`src/ddrtp_regs.vh`:
```
// Purpose: Offsets, field positions, reset values and counts for the
//          DDR3 PHY timing-parameter block.
// Assumes: Every timing figure is in DRAM clock cycles (mclk).
// Notes:   Definitions only; included by the design files.
//
// Operation
// - Sample leveling result after output delay
// - Hold first strobe for leveling mode delay
// - Space refreshes and refresh-activate by refresh time
// - At most four activates per window
// - Mode update delay code gives 12-17 cycles
// - Mode load spacing is four plus field
// - All timing fields count DRAM clock cycles
// - Reset values match the fastest speed grade
// - Column delay bit selects 4 or 5
// - Read turnaround bits apply only during init
// - Low-power state held for clock-enable width
// - Wait self-refresh exit delay before commands
`ifndef DDRTP_REGS_VH
`define DDRTP_REGS_VH

// ----------------------------------------------------------------
// Register offsets
// ----------------------------------------------------------------
`define DDRTP_OFS_TIMING1 4'h0
`define DDRTP_OFS_TIMING2 4'h4
`define DDRTP_OFS_STATUS 4'h8

// ----------------------------------------------------------------
// Reset values and writable masks
// ----------------------------------------------------------------
`define DDRTP_TIMING1_RST 32'h228B_B4D2
`define DDRTP_TIMING1_MASK 32'h3FFF_FFFF
`define DDRTP_TIMING2_RST 32'h1003_6A00

// ----------------------------------------------------------------
// Timing word one fields (msb, lsb)
// ----------------------------------------------------------------
`define DDRTP_WLO_MSB 29
`define DDRTP_WLO_LSB 26
`define DDRTP_WLMRD_MSB 25
`define DDRTP_WLMRD_LSB 20
`define DDRTP_RFC_MSB 19
`define DDRTP_RFC_LSB 11
`define DDRTP_FAW_MSB 10
`define DDRTP_FAW_LSB 5
`define DDRTP_MOD_MSB 4
`define DDRTP_MOD_LSB 2
`define DDRTP_MRD_MSB 1
`define DDRTP_MRD_LSB 0

// ----------------------------------------------------------------
// Timing word two fields
// ----------------------------------------------------------------
`define DDRTP_CCD_BIT 31
`define DDRTP_RTW_BIT 30
`define DDRTP_RTODT_BIT 29
`define DDRTP_CKE_MSB 18
`define DDRTP_CKE_LSB 15
`define DDRTP_XS_MSB 9
`define DDRTP_XS_LSB 0

// ----------------------------------------------------------------
// Cycle counts
// ----------------------------------------------------------------
`define DDRTP_MOD_BASE 10'h00C
`define DDRTP_MOD_MAX 3'h5
`define DDRTP_MRD_BASE 10'h004
`define DDRTP_CCD_BASE 10'h004
`define DDRTP_RTW_BASE 10'h006
`define DDRTP_RTODT_BASE 10'h002

// ----------------------------------------------------------------
// Command codes on the sequencer port
// ----------------------------------------------------------------
`define DDRTP_CMD_NOP 3'h0
`define DDRTP_CMD_REF 3'h1
`define DDRTP_CMD_ACT 3'h2
`define DDRTP_CMD_MRS 3'h3
`define DDRTP_CMD_RD 3'h4
`define DDRTP_CMD_WR 3'h5
`define DDRTP_CMD_LPE 3'h6
`define DDRTP_CMD_SRX 3'h7

`endif

```
`src/ddrtp_cnt.v`:
```
// Purpose: Reloadable spacing counter for one timing parameter.
// Assumes: load and val come from logic on mclk.
// Notes:   free_d is the next-cycle view, so callers can register it.
`timescale 1ns/100ps
`default_nettype none
module ddrtp_cnt #(
    parameter W = 10
) (
    // Clock and reset
    input wire mclk,
    input wire rst,
    // Reload
    input wire load,
    input wire [W-1:0] val,
    // State
    output wire free_d,
    output reg busy_q
);

    reg [W-1:0] cnt_q;
    reg [W-1:0] cnt_d;

    // Next count; a zero figure still costs one cycle
    always @* begin
        if (load) begin
            cnt_d = (val == {W{1'b0}}) ? {W{1'b0}} : val - 1'b1;
        end else if (cnt_q != {W{1'b0}}) begin
            cnt_d = cnt_q - 1'b1;
        end else begin
            cnt_d = {W{1'b0}};
        end
    end

    assign free_d = (cnt_d == {W{1'b0}});

    // Count register
    always @(posedge mclk) begin
        if (rst) begin
            cnt_q <= {W{1'b0}};
            busy_q <= 1'b0;
        end else begin
            cnt_q <= cnt_d;
            busy_q <= ~free_d;
        end
    end

endmodule
`default_nettype wire

```
`src/ddrtp_top.v`:
```
// Purpose: Timing store and command spacing for the PHY command path.
// Assumes: One clock; a sequencer offers commands, PHY issues them.
// Notes:   A command offered while its class is not allowed is dropped.
`timescale 1ns/100ps
`default_nettype none
`include "ddrtp_regs.vh"
module ddrtp_top #(
    parameter CW = 10
) (
    // Clock and reset
    input wire mclk,
    input wire rst,
    // Register port
    input wire [3:0] reg_addr,
    input wire [31:0] reg_wdata,
    input wire reg_wr,
    input wire reg_rd,
    output reg [31:0] reg_rdata,
    // Command request from sequencer
    input wire cmd_valid,
    input wire [2:0] cmd_code,
    input wire init_mode,
    output reg [7:0] cmd_allow_q,
    // Command issued to memory
    output reg cmd_issue_q,
    output reg [2:0] cmd_out_q,
    output reg odt_allow_q,
    output reg low_power_q,
    // Write leveling
    input wire wl_start,
    input wire wl_dq,
    output reg wl_dqs_q,
    output reg wl_done_q,
    output reg wl_result_q
);

    // ----------------------------------------------------------------
    // Registers and decoded fields
    // ----------------------------------------------------------------
    reg [31:0] timing1_q;
    reg [31:0] timing2_q;
    reg [1:0] wl_state_q;
    reg dq_meta_q;
    reg dq_sync_q;
    reg [1:0] faw_ptr_q;

    // Leveling states
    localparam [1:0] WL_IDLE = 2'h0;
    localparam [1:0] WL_MODE = 2'h1;
    localparam [1:0] WL_OUT = 2'h2;

    wire [CW-1:0] wlo_cyc;
    wire [CW-1:0] wlmrd_cyc;
    wire [CW-1:0] rfc_cyc;
    wire [CW-1:0] faw_cyc;
    wire [CW-1:0] mod_cyc;
    wire [CW-1:0] mrd_cyc;
    wire [CW-1:0] ccd_cyc;
    wire [CW-1:0] rtw_cyc;
    wire [CW-1:0] rtodt_cyc;
    wire [CW-1:0] cke_cyc;
    wire [CW-1:0] xs_cyc;

    // Mode update code to cycles; reserved codes clamp to longest
    function [CW-1:0] mod_decode;
        input [2:0] code;
        begin
            if (code > `DDRTP_MOD_MAX) begin
                mod_decode = `DDRTP_MOD_BASE + {7'h00, `DDRTP_MOD_MAX};
            end else begin
                mod_decode = `DDRTP_MOD_BASE + {7'h00, code};
            end
        end
    endfunction

    // Leveling, refresh, window, CKE and exit fields are used as they stand
    assign wlo_cyc = {6'h00, timing1_q[`DDRTP_WLO_MSB:`DDRTP_WLO_LSB]};
    assign wlmrd_cyc = {4'h0,
        timing1_q[`DDRTP_WLMRD_MSB:`DDRTP_WLMRD_LSB]};
    assign rfc_cyc = {1'b0, timing1_q[`DDRTP_RFC_MSB:`DDRTP_RFC_LSB]};
    assign faw_cyc = {4'h0, timing1_q[`DDRTP_FAW_MSB:`DDRTP_FAW_LSB]};
    assign mod_cyc =
        mod_decode(timing1_q[`DDRTP_MOD_MSB:`DDRTP_MOD_LSB]);
    assign mrd_cyc = `DDRTP_MRD_BASE +
        {8'h00, timing1_q[`DDRTP_MRD_MSB:`DDRTP_MRD_LSB]};
    assign ccd_cyc = `DDRTP_CCD_BASE +
        {9'h000, timing2_q[`DDRTP_CCD_BIT]};
    assign rtw_cyc = `DDRTP_RTW_BASE + {9'h000, timing2_q[`DDRTP_RTW_BIT]};
    assign rtodt_cyc = `DDRTP_RTODT_BASE +
        {9'h000, timing2_q[`DDRTP_RTODT_BIT]};
    assign cke_cyc = {6'h00, timing2_q[`DDRTP_CKE_MSB:`DDRTP_CKE_LSB]};
    assign xs_cyc = timing2_q[`DDRTP_XS_MSB:`DDRTP_XS_LSB];

    // ----------------------------------------------------------------
    // Register write and read
    // ----------------------------------------------------------------

    // Writes; reserved top bits of word one stay zero
    always @(posedge mclk) begin
        if (rst) begin
            timing1_q <= `DDRTP_TIMING1_RST;
            timing2_q <= `DDRTP_TIMING2_RST;
        end else if (reg_wr) begin
            if (reg_addr == `DDRTP_OFS_TIMING1) begin
                timing1_q <= reg_wdata & `DDRTP_TIMING1_MASK;
            end
            if (reg_addr == `DDRTP_OFS_TIMING2) begin
                timing2_q <= reg_wdata;
            end
        end
    end

    // Read data one cycle after the strobe, zero otherwise
    always @(posedge mclk) begin
        if (rst) begin
            reg_rdata <= 32'h0000_0000;
        end else if (reg_rd) begin
            case (reg_addr)
                `DDRTP_OFS_TIMING1: reg_rdata <= timing1_q;
                `DDRTP_OFS_TIMING2: reg_rdata <= timing2_q;
                `DDRTP_OFS_STATUS: reg_rdata <= {22'h00_0000,
                    cmd_allow_q, wl_result_q, low_power_q};
                default: reg_rdata <= 32'h0000_0000;
            endcase
        end else begin
            reg_rdata <= 32'h0000_0000;
        end
    end

    // ----------------------------------------------------------------
    // Command acceptance
    // ----------------------------------------------------------------
    wire fire;
    wire is_ref;
    wire is_act;
    wire is_mrs;
    wire is_rd;
    wire is_wr;
    wire is_lpe;
    wire is_srx;
    wire lp_d;

    // Only a command whose class is open goes out
    assign fire = cmd_valid & cmd_allow_q[cmd_code] &
        (cmd_code != `DDRTP_CMD_NOP);
    assign is_ref = fire & (cmd_code == `DDRTP_CMD_REF);
    assign is_act = fire & (cmd_code == `DDRTP_CMD_ACT);
    assign is_mrs = fire & (cmd_code == `DDRTP_CMD_MRS);
    assign is_rd = fire & (cmd_code == `DDRTP_CMD_RD);
    assign is_wr = fire & (cmd_code == `DDRTP_CMD_WR);
    assign is_lpe = fire & (cmd_code == `DDRTP_CMD_LPE);
    assign is_srx = fire & (cmd_code == `DDRTP_CMD_SRX);
    assign lp_d = is_lpe | (low_power_q & ~is_srx);

    // ----------------------------------------------------------------
    // Spacing counters
    // ----------------------------------------------------------------
    wire rfc_free;
    wire mod_free;
    wire mrd_free;
    wire ccdr_free;
    wire ccdw_free;
    wire rtw_free;
    wire rtodt_free;
    wire cke_free;
    wire xs_free;
    wire [3:0] faw_free;

    ddrtp_cnt #(.W(CW)) u_rfc (.mclk(mclk), .rst(rst),
        .load(is_ref), .val(rfc_cyc),
        .free_d(rfc_free), .busy_q());
    ddrtp_cnt #(.W(CW)) u_mod (.mclk(mclk), .rst(rst),
        .load(is_mrs), .val(mod_cyc),
        .free_d(mod_free), .busy_q());
    ddrtp_cnt #(.W(CW)) u_mrd (.mclk(mclk), .rst(rst),
        .load(is_mrs), .val(mrd_cyc),
        .free_d(mrd_free), .busy_q());
    ddrtp_cnt #(.W(CW)) u_ccdr (.mclk(mclk), .rst(rst),
        .load(is_rd), .val(ccd_cyc),
        .free_d(ccdr_free), .busy_q());
    ddrtp_cnt #(.W(CW)) u_ccdw (.mclk(mclk), .rst(rst),
        .load(is_wr), .val(ccd_cyc),
        .free_d(ccdw_free), .busy_q());
    ddrtp_cnt #(.W(CW)) u_rtw (.mclk(mclk), .rst(rst),
        .load(is_rd & init_mode), .val(rtw_cyc),
        .free_d(rtw_free), .busy_q());
    ddrtp_cnt #(.W(CW)) u_rtodt (.mclk(mclk), .rst(rst),
        .load(is_rd & init_mode), .val(rtodt_cyc),
        .free_d(rtodt_free), .busy_q());
    ddrtp_cnt #(.W(CW)) u_cke (.mclk(mclk), .rst(rst),
        .load(is_lpe), .val(cke_cyc),
        .free_d(cke_free), .busy_q());
    ddrtp_cnt #(.W(CW)) u_xs (.mclk(mclk), .rst(rst),
        .load(is_srx), .val(xs_cyc),
        .free_d(xs_free), .busy_q());

    // Four window slots; each activate claims the slot in turn
    genvar gi;
    generate
        for (gi = 0; gi < 4; gi = gi + 1) begin : g_faw
            ddrtp_cnt #(.W(CW)) u_faw (.mclk(mclk), .rst(rst),
                .load(is_act & (faw_ptr_q == gi)), .val(faw_cyc),
                .free_d(faw_free[gi]), .busy_q());
        end
    endgenerate

    // Round-robin slot pointer; the oldest activate is always next
    always @(posedge mclk) begin
        if (rst) begin
            faw_ptr_q <= 2'h0;
        end else if (is_act) begin
            faw_ptr_q <= faw_ptr_q + 2'h1;
        end
    end

    // ----------------------------------------------------------------
    // Allow flags, registered from next-cycle counter view
    // ----------------------------------------------------------------
    wire gate_all;
    reg [7:0] allow_d;

    // Mode load and self-refresh exit block every command
    assign gate_all = mrd_free & xs_free & ~lp_d;

    always @* begin
        allow_d = 8'h00;
        allow_d[`DDRTP_CMD_REF] = gate_all & rfc_free & mod_free;
        allow_d[`DDRTP_CMD_ACT] = gate_all & rfc_free & mod_free &
            faw_free[faw_ptr_q + {1'b0, is_act}];
        allow_d[`DDRTP_CMD_MRS] = gate_all;
        allow_d[`DDRTP_CMD_RD] = gate_all & mod_free & ccdr_free;
        allow_d[`DDRTP_CMD_WR] = gate_all & mod_free & ccdw_free &
            (rtw_free | ~init_mode);
        allow_d[`DDRTP_CMD_LPE] = gate_all & mod_free;
        allow_d[`DDRTP_CMD_SRX] = lp_d & cke_free & mrd_free;
    end

    // Issue path toward the memory pins
    always @(posedge mclk) begin
        if (rst) begin
            cmd_allow_q <= 8'h00;
            cmd_issue_q <= 1'b0;
            cmd_out_q <= `DDRTP_CMD_NOP;
            odt_allow_q <= 1'b0;
            low_power_q <= 1'b0;
        end else begin
            cmd_allow_q <= allow_d;
            cmd_issue_q <= fire;
            cmd_out_q <= fire ? cmd_code : `DDRTP_CMD_NOP;
            odt_allow_q <= rtodt_free | ~init_mode;
            low_power_q <= lp_d;
        end
    end

    // ----------------------------------------------------------------
    // Write leveling
    // ----------------------------------------------------------------
    wire wl_free;
    wire wl_load;
    wire [CW-1:0] wl_val;
    reg wl_free_q;

    // Mode delay first, then output delay with strobe high
    assign wl_load = (wl_state_q == WL_IDLE) ? wl_start :
        ((wl_state_q == WL_MODE) & wl_free_q);
    assign wl_val = (wl_state_q == WL_IDLE) ? wlmrd_cyc : wlo_cyc;

    ddrtp_cnt #(.W(CW)) u_wl (.mclk(mclk), .rst(rst),
        .load(wl_load), .val(wl_val),
        .free_d(wl_free), .busy_q());

    // Data pin crosses in through two flops before use
    always @(posedge mclk) begin
        if (rst) begin
            dq_meta_q <= 1'b0;
            dq_sync_q <= 1'b0;
        end else begin
            dq_meta_q <= wl_dq;
            dq_sync_q <= dq_meta_q;
        end
    end

    // Leveling sequencer
    always @(posedge mclk) begin
        if (rst) begin
            wl_state_q <= WL_IDLE;
            wl_free_q <= 1'b0;
            wl_dqs_q <= 1'b0;
            wl_done_q <= 1'b0;
            wl_result_q <= 1'b0;
        end else begin
            wl_free_q <= wl_free & ~wl_load;
            wl_done_q <= 1'b0;
            case (wl_state_q)
                WL_IDLE: begin
                    if (wl_start) begin
                        wl_state_q <= WL_MODE;
                    end
                end
                WL_MODE: begin
                    if (wl_free_q) begin
                        wl_dqs_q <= 1'b1;
                        wl_state_q <= WL_OUT;
                    end
                end
                WL_OUT: begin
                    if (wl_free_q) begin
                        wl_result_q <= dq_sync_q;
                        wl_done_q <= 1'b1;
                        wl_dqs_q <= 1'b0;
                        wl_state_q <= WL_IDLE;
                    end
                end
                default: begin
                    wl_state_q <= WL_IDLE;
                end
            endcase
        end
    end

endmodule
`default_nettype wire

```
`config.mk`:
```
export PLATFORM = sky130hd
export DESIGN_NAME = ddrtp_top
export DESIGN_NICKNAME = d
export VERILOG_FILES = /design/src/ddrtp_cnt.v /design/src/ddrtp_top.v
export VERILOG_INCLUDE_DIRS = /design/src
export SDC_FILE = /design/constraint.sdc
export NUM_CORES = 1
export LEC_CHECK = 0
export ABC_AREA = 1
export BUFFER_PORTS_ARGS = -buffer_cell sky130_fd_sc_hd__buf_2
export CAP_MARGIN = 10
export CORE_UTILIZATION = 65
export DETAILED_ROUTE_END_ITERATION = 7
export GPL_ROUTABILITY_DRIVEN = 0
export PLACE_DENSITY = 0.84
export SETUP_SLACK_MARGIN = 0.05
export SYNTH_ARGS = -nofsm -noshare
export SYNTH_HDL_FRONTEND = slang
export SYNTH_HIERARCHICAL = 1
export SYNTH_SLANG_ARGS = --single-unit
```
`constraint.sdc`:
```
create_clock -name mclk -period 3.9 [get_ports mclk]
set_clock_uncertainty 0.2 [all_clocks]
set_input_delay 0.195 -clock mclk [delete_from_list [all_inputs] [get_ports mclk]]
set_output_delay 0.195 -clock mclk [all_outputs]
set_load 0.03 [all_outputs]
```
==> flow_summary.toml <==
[timing]
fin_crit_ns = 3.46
rsz0062_at_grt = "no"
final_max_slew_viol_count = 0
tightest_slew_ns = 0.998
setup-tns-final_ns = 0
final-setup-viol-count = 0
hold_violations = 0
finalWorstSetupSlack_ns = 0.441
finalCritPeriodShare_pct = 88.7
slew_headroom_pct = 33.5
max_freq_mhz = 289

[detailed_routing]
routed_wl_mm = 46.8
post_drt_wl_per_cell_um = 13.0
drc = 0
drtPass1Iterations = 7
routed_via_density = 5.20
ant_nets = 0
vias = 18700
drtIter0Drc = 1513

[final_layout]
drive_gt1_share_pct = 14.3
synthToLayoutAreaGrowth_pct = 17.5
layout.nets = 3328
postLayoutCellArea_um2 = 21100

[worst_setup_path]
critPathMaxFanout = 9
cp_num_buf_inv = 6
end_kind = "register"
cp_slowest_cell = "dlygate4sd3_1"
slowest_delay_ns = 0.56
critPathMostFrequentCell = "nor2_1"
critical_path.cell_chain = "dlygate4sd3_1, buf_2, inv_2, nand2_1, nor2_1, nor2_1, nand2_2, nand2_2, inv_2, nand4_4, nor2_1, inv_1, a21oi_1, nand3_1, nand2_1, inv_1, nand3_2, nor2_4, mux2_2, o21ai_0, nor3_2"
setup.worst_path.class = "in -> reg"
critical-path-top-delay-family = "simple AND/OR/NAND/NOR gates"
crit_required_ns = 4.14
crit_path_start_kind = "input pin"
arrival_ns = 3.70

[placement]
placed_cell_area_um2 = 19700
numPortBuffers = 94
dp_hpwl_mm = 33.7
place_ws_ns = 0.446

[floorplanning]
rows = 60
die_w_um = 168
die-area_um2 = 28200
io_pins = 96
start_util_pct = 66.3
die_h_um = 168
core-area_um2 = 27000

[status]
status = "complete, no violations"

[global_route]
grt_usage_pct = 33.1
antenna_found_initial = 1
grt_pass1_wl_mm = 78.8
grt_overflow = 0
grt_start_max_net_pins = 88
grt_pass1_vias = 17600

[worst_hold_path]
hp-class = "in -> reg"

[clocking]
clk_pin_slew_ns = 0.06
cts_root_buf = "clkbuf_16"
clock_sinks = 257
htree_num_levels = 1
cts_tree = "built"
numCtsBuffers = 28
clock_latency_ns = 0.56
clockBufferDepth = 3

[synthesis]
avgSynthCellArea_um2 = 6.31
synthCells = 2841
yosys_warnings = 6
synthesis.area_um2 = 17900

[power]
p_leak_uw = 0.0105
power_density_nw_per_um2 = 700
ir_worst_vdd_mv = 0.480

[run]
maxCapViolCount = 0
routing by layer:
layer | global-route usage [%] | part of all wire, % | wire length, um | vias to the layer above
met3 | 3.93 | 6.3 | 2960 | 107
li1 | - | - | - | 9621
met5 | 0 | 0 | 0 | -
met2 | 59.5 | 48 | 22600 | 627
met4 | 11.3 | 2.9 | 1340 | 0
met1 | 40.7 | 42 | 19800 | 8375
sequential cells by signal, indices dropped and copies added, names as in the netlist, 3 cells and up:
name	cells
u_mrd/cnt_q	10
u_ccdw/cnt_q	10
u_rfc/cnt_q	10
u_rtw/cnt_q	10
reg_rdata	32
u_xs/cnt_q	10
timing1_q	30
u_ccdr/cnt_q	10
u_wl/cnt_q	10
u_rtodt/cnt_q	10
cmd_allow_q	7
g_faw.u_faw/cnt_q	40
u_mod/cnt_q	10
timing2_q	32
u_cke/cnt_q	10
cmd_out_q	3
layout by cell type, fill, tap and decap left out, drive strengths merged, types with 97 or more instances in the layout:
cell type and n:
o21ai 97, nor2 527, dfxtp 257, conb 278, nand2 892, inv 307
nand3 331, a21oi 195, buf 109
stage by stage:
stage	hold slack, ns	util (%)	instances	total power (uW)
after CTS	0.0305	77.9	3604	14600
final	0.0550	77.9	3605	14700
after detailed placement	0.208	72.9	3510	11900
after global routing	0.0790	77.9	3605	16100
after floorplan	0.0641	-	3117	10500
after global placement	0.198	72.9	3510	11600
worst register-to-register path: cells and delay by family (launching register included):
family                 cells  cell delay, ns
buffers and inverters      4            0.47
AND/OR/NAND/NOR           11            1.37
multiplexers               1            0.26
flip-flops                 1            0.32
AO/OA/AOI/OAI              2            0.50
where the power goes:
| part | leakage [uW] | total (uW) | switching [uW] | internal [uW] |
|---|---|---|---|---|
| registers | 0.00210 | 3920 | 615 | 3310 |
| clock network | 0.000446 | 2620 | 1090 | 1530 |
| logic | 0.00797 | 8200 | 5280 | 2920 |
| total | 0.0105 | 14700 | 6980 | 7760 |
repair_timing:
item	4_1_cts	5_1_grt
endpoints found under the setup margin	0	1
buffers inserted	0	0
gates resized for setup	0	1
hold buffers	45	0
endpoints found under the hold margin	86	0
final timing paths:
path,endpoint,slack (ns),depth (start not counted),startpoint
worst max-delay path,cmd_allow_q[2],0.44,21,cmd_code[1]
worst min-delay path,reg_rdata[7],0.06,6,reg_addr[0]
worst max register to register,cmd_allow_q[2],0.68,18,cmd_allow_q[5]
worst min register to register,dq_sync_q,0.23,2,dq_meta_q
layout make-up:
cell class	count	area, um^2
Timing Repair Buffer	154	1040
Antenna cell	1	2.50
Fill cell	2102	5970
Clock inverter	7	73.8
Multi-Input combinational cell	2494	12400
Inverter	309	1160
Tap cell	341	427
Sequential cell	257	5140
Clock buffer	42	833
No activity file was read; power rests on OpenSTA's default activity.
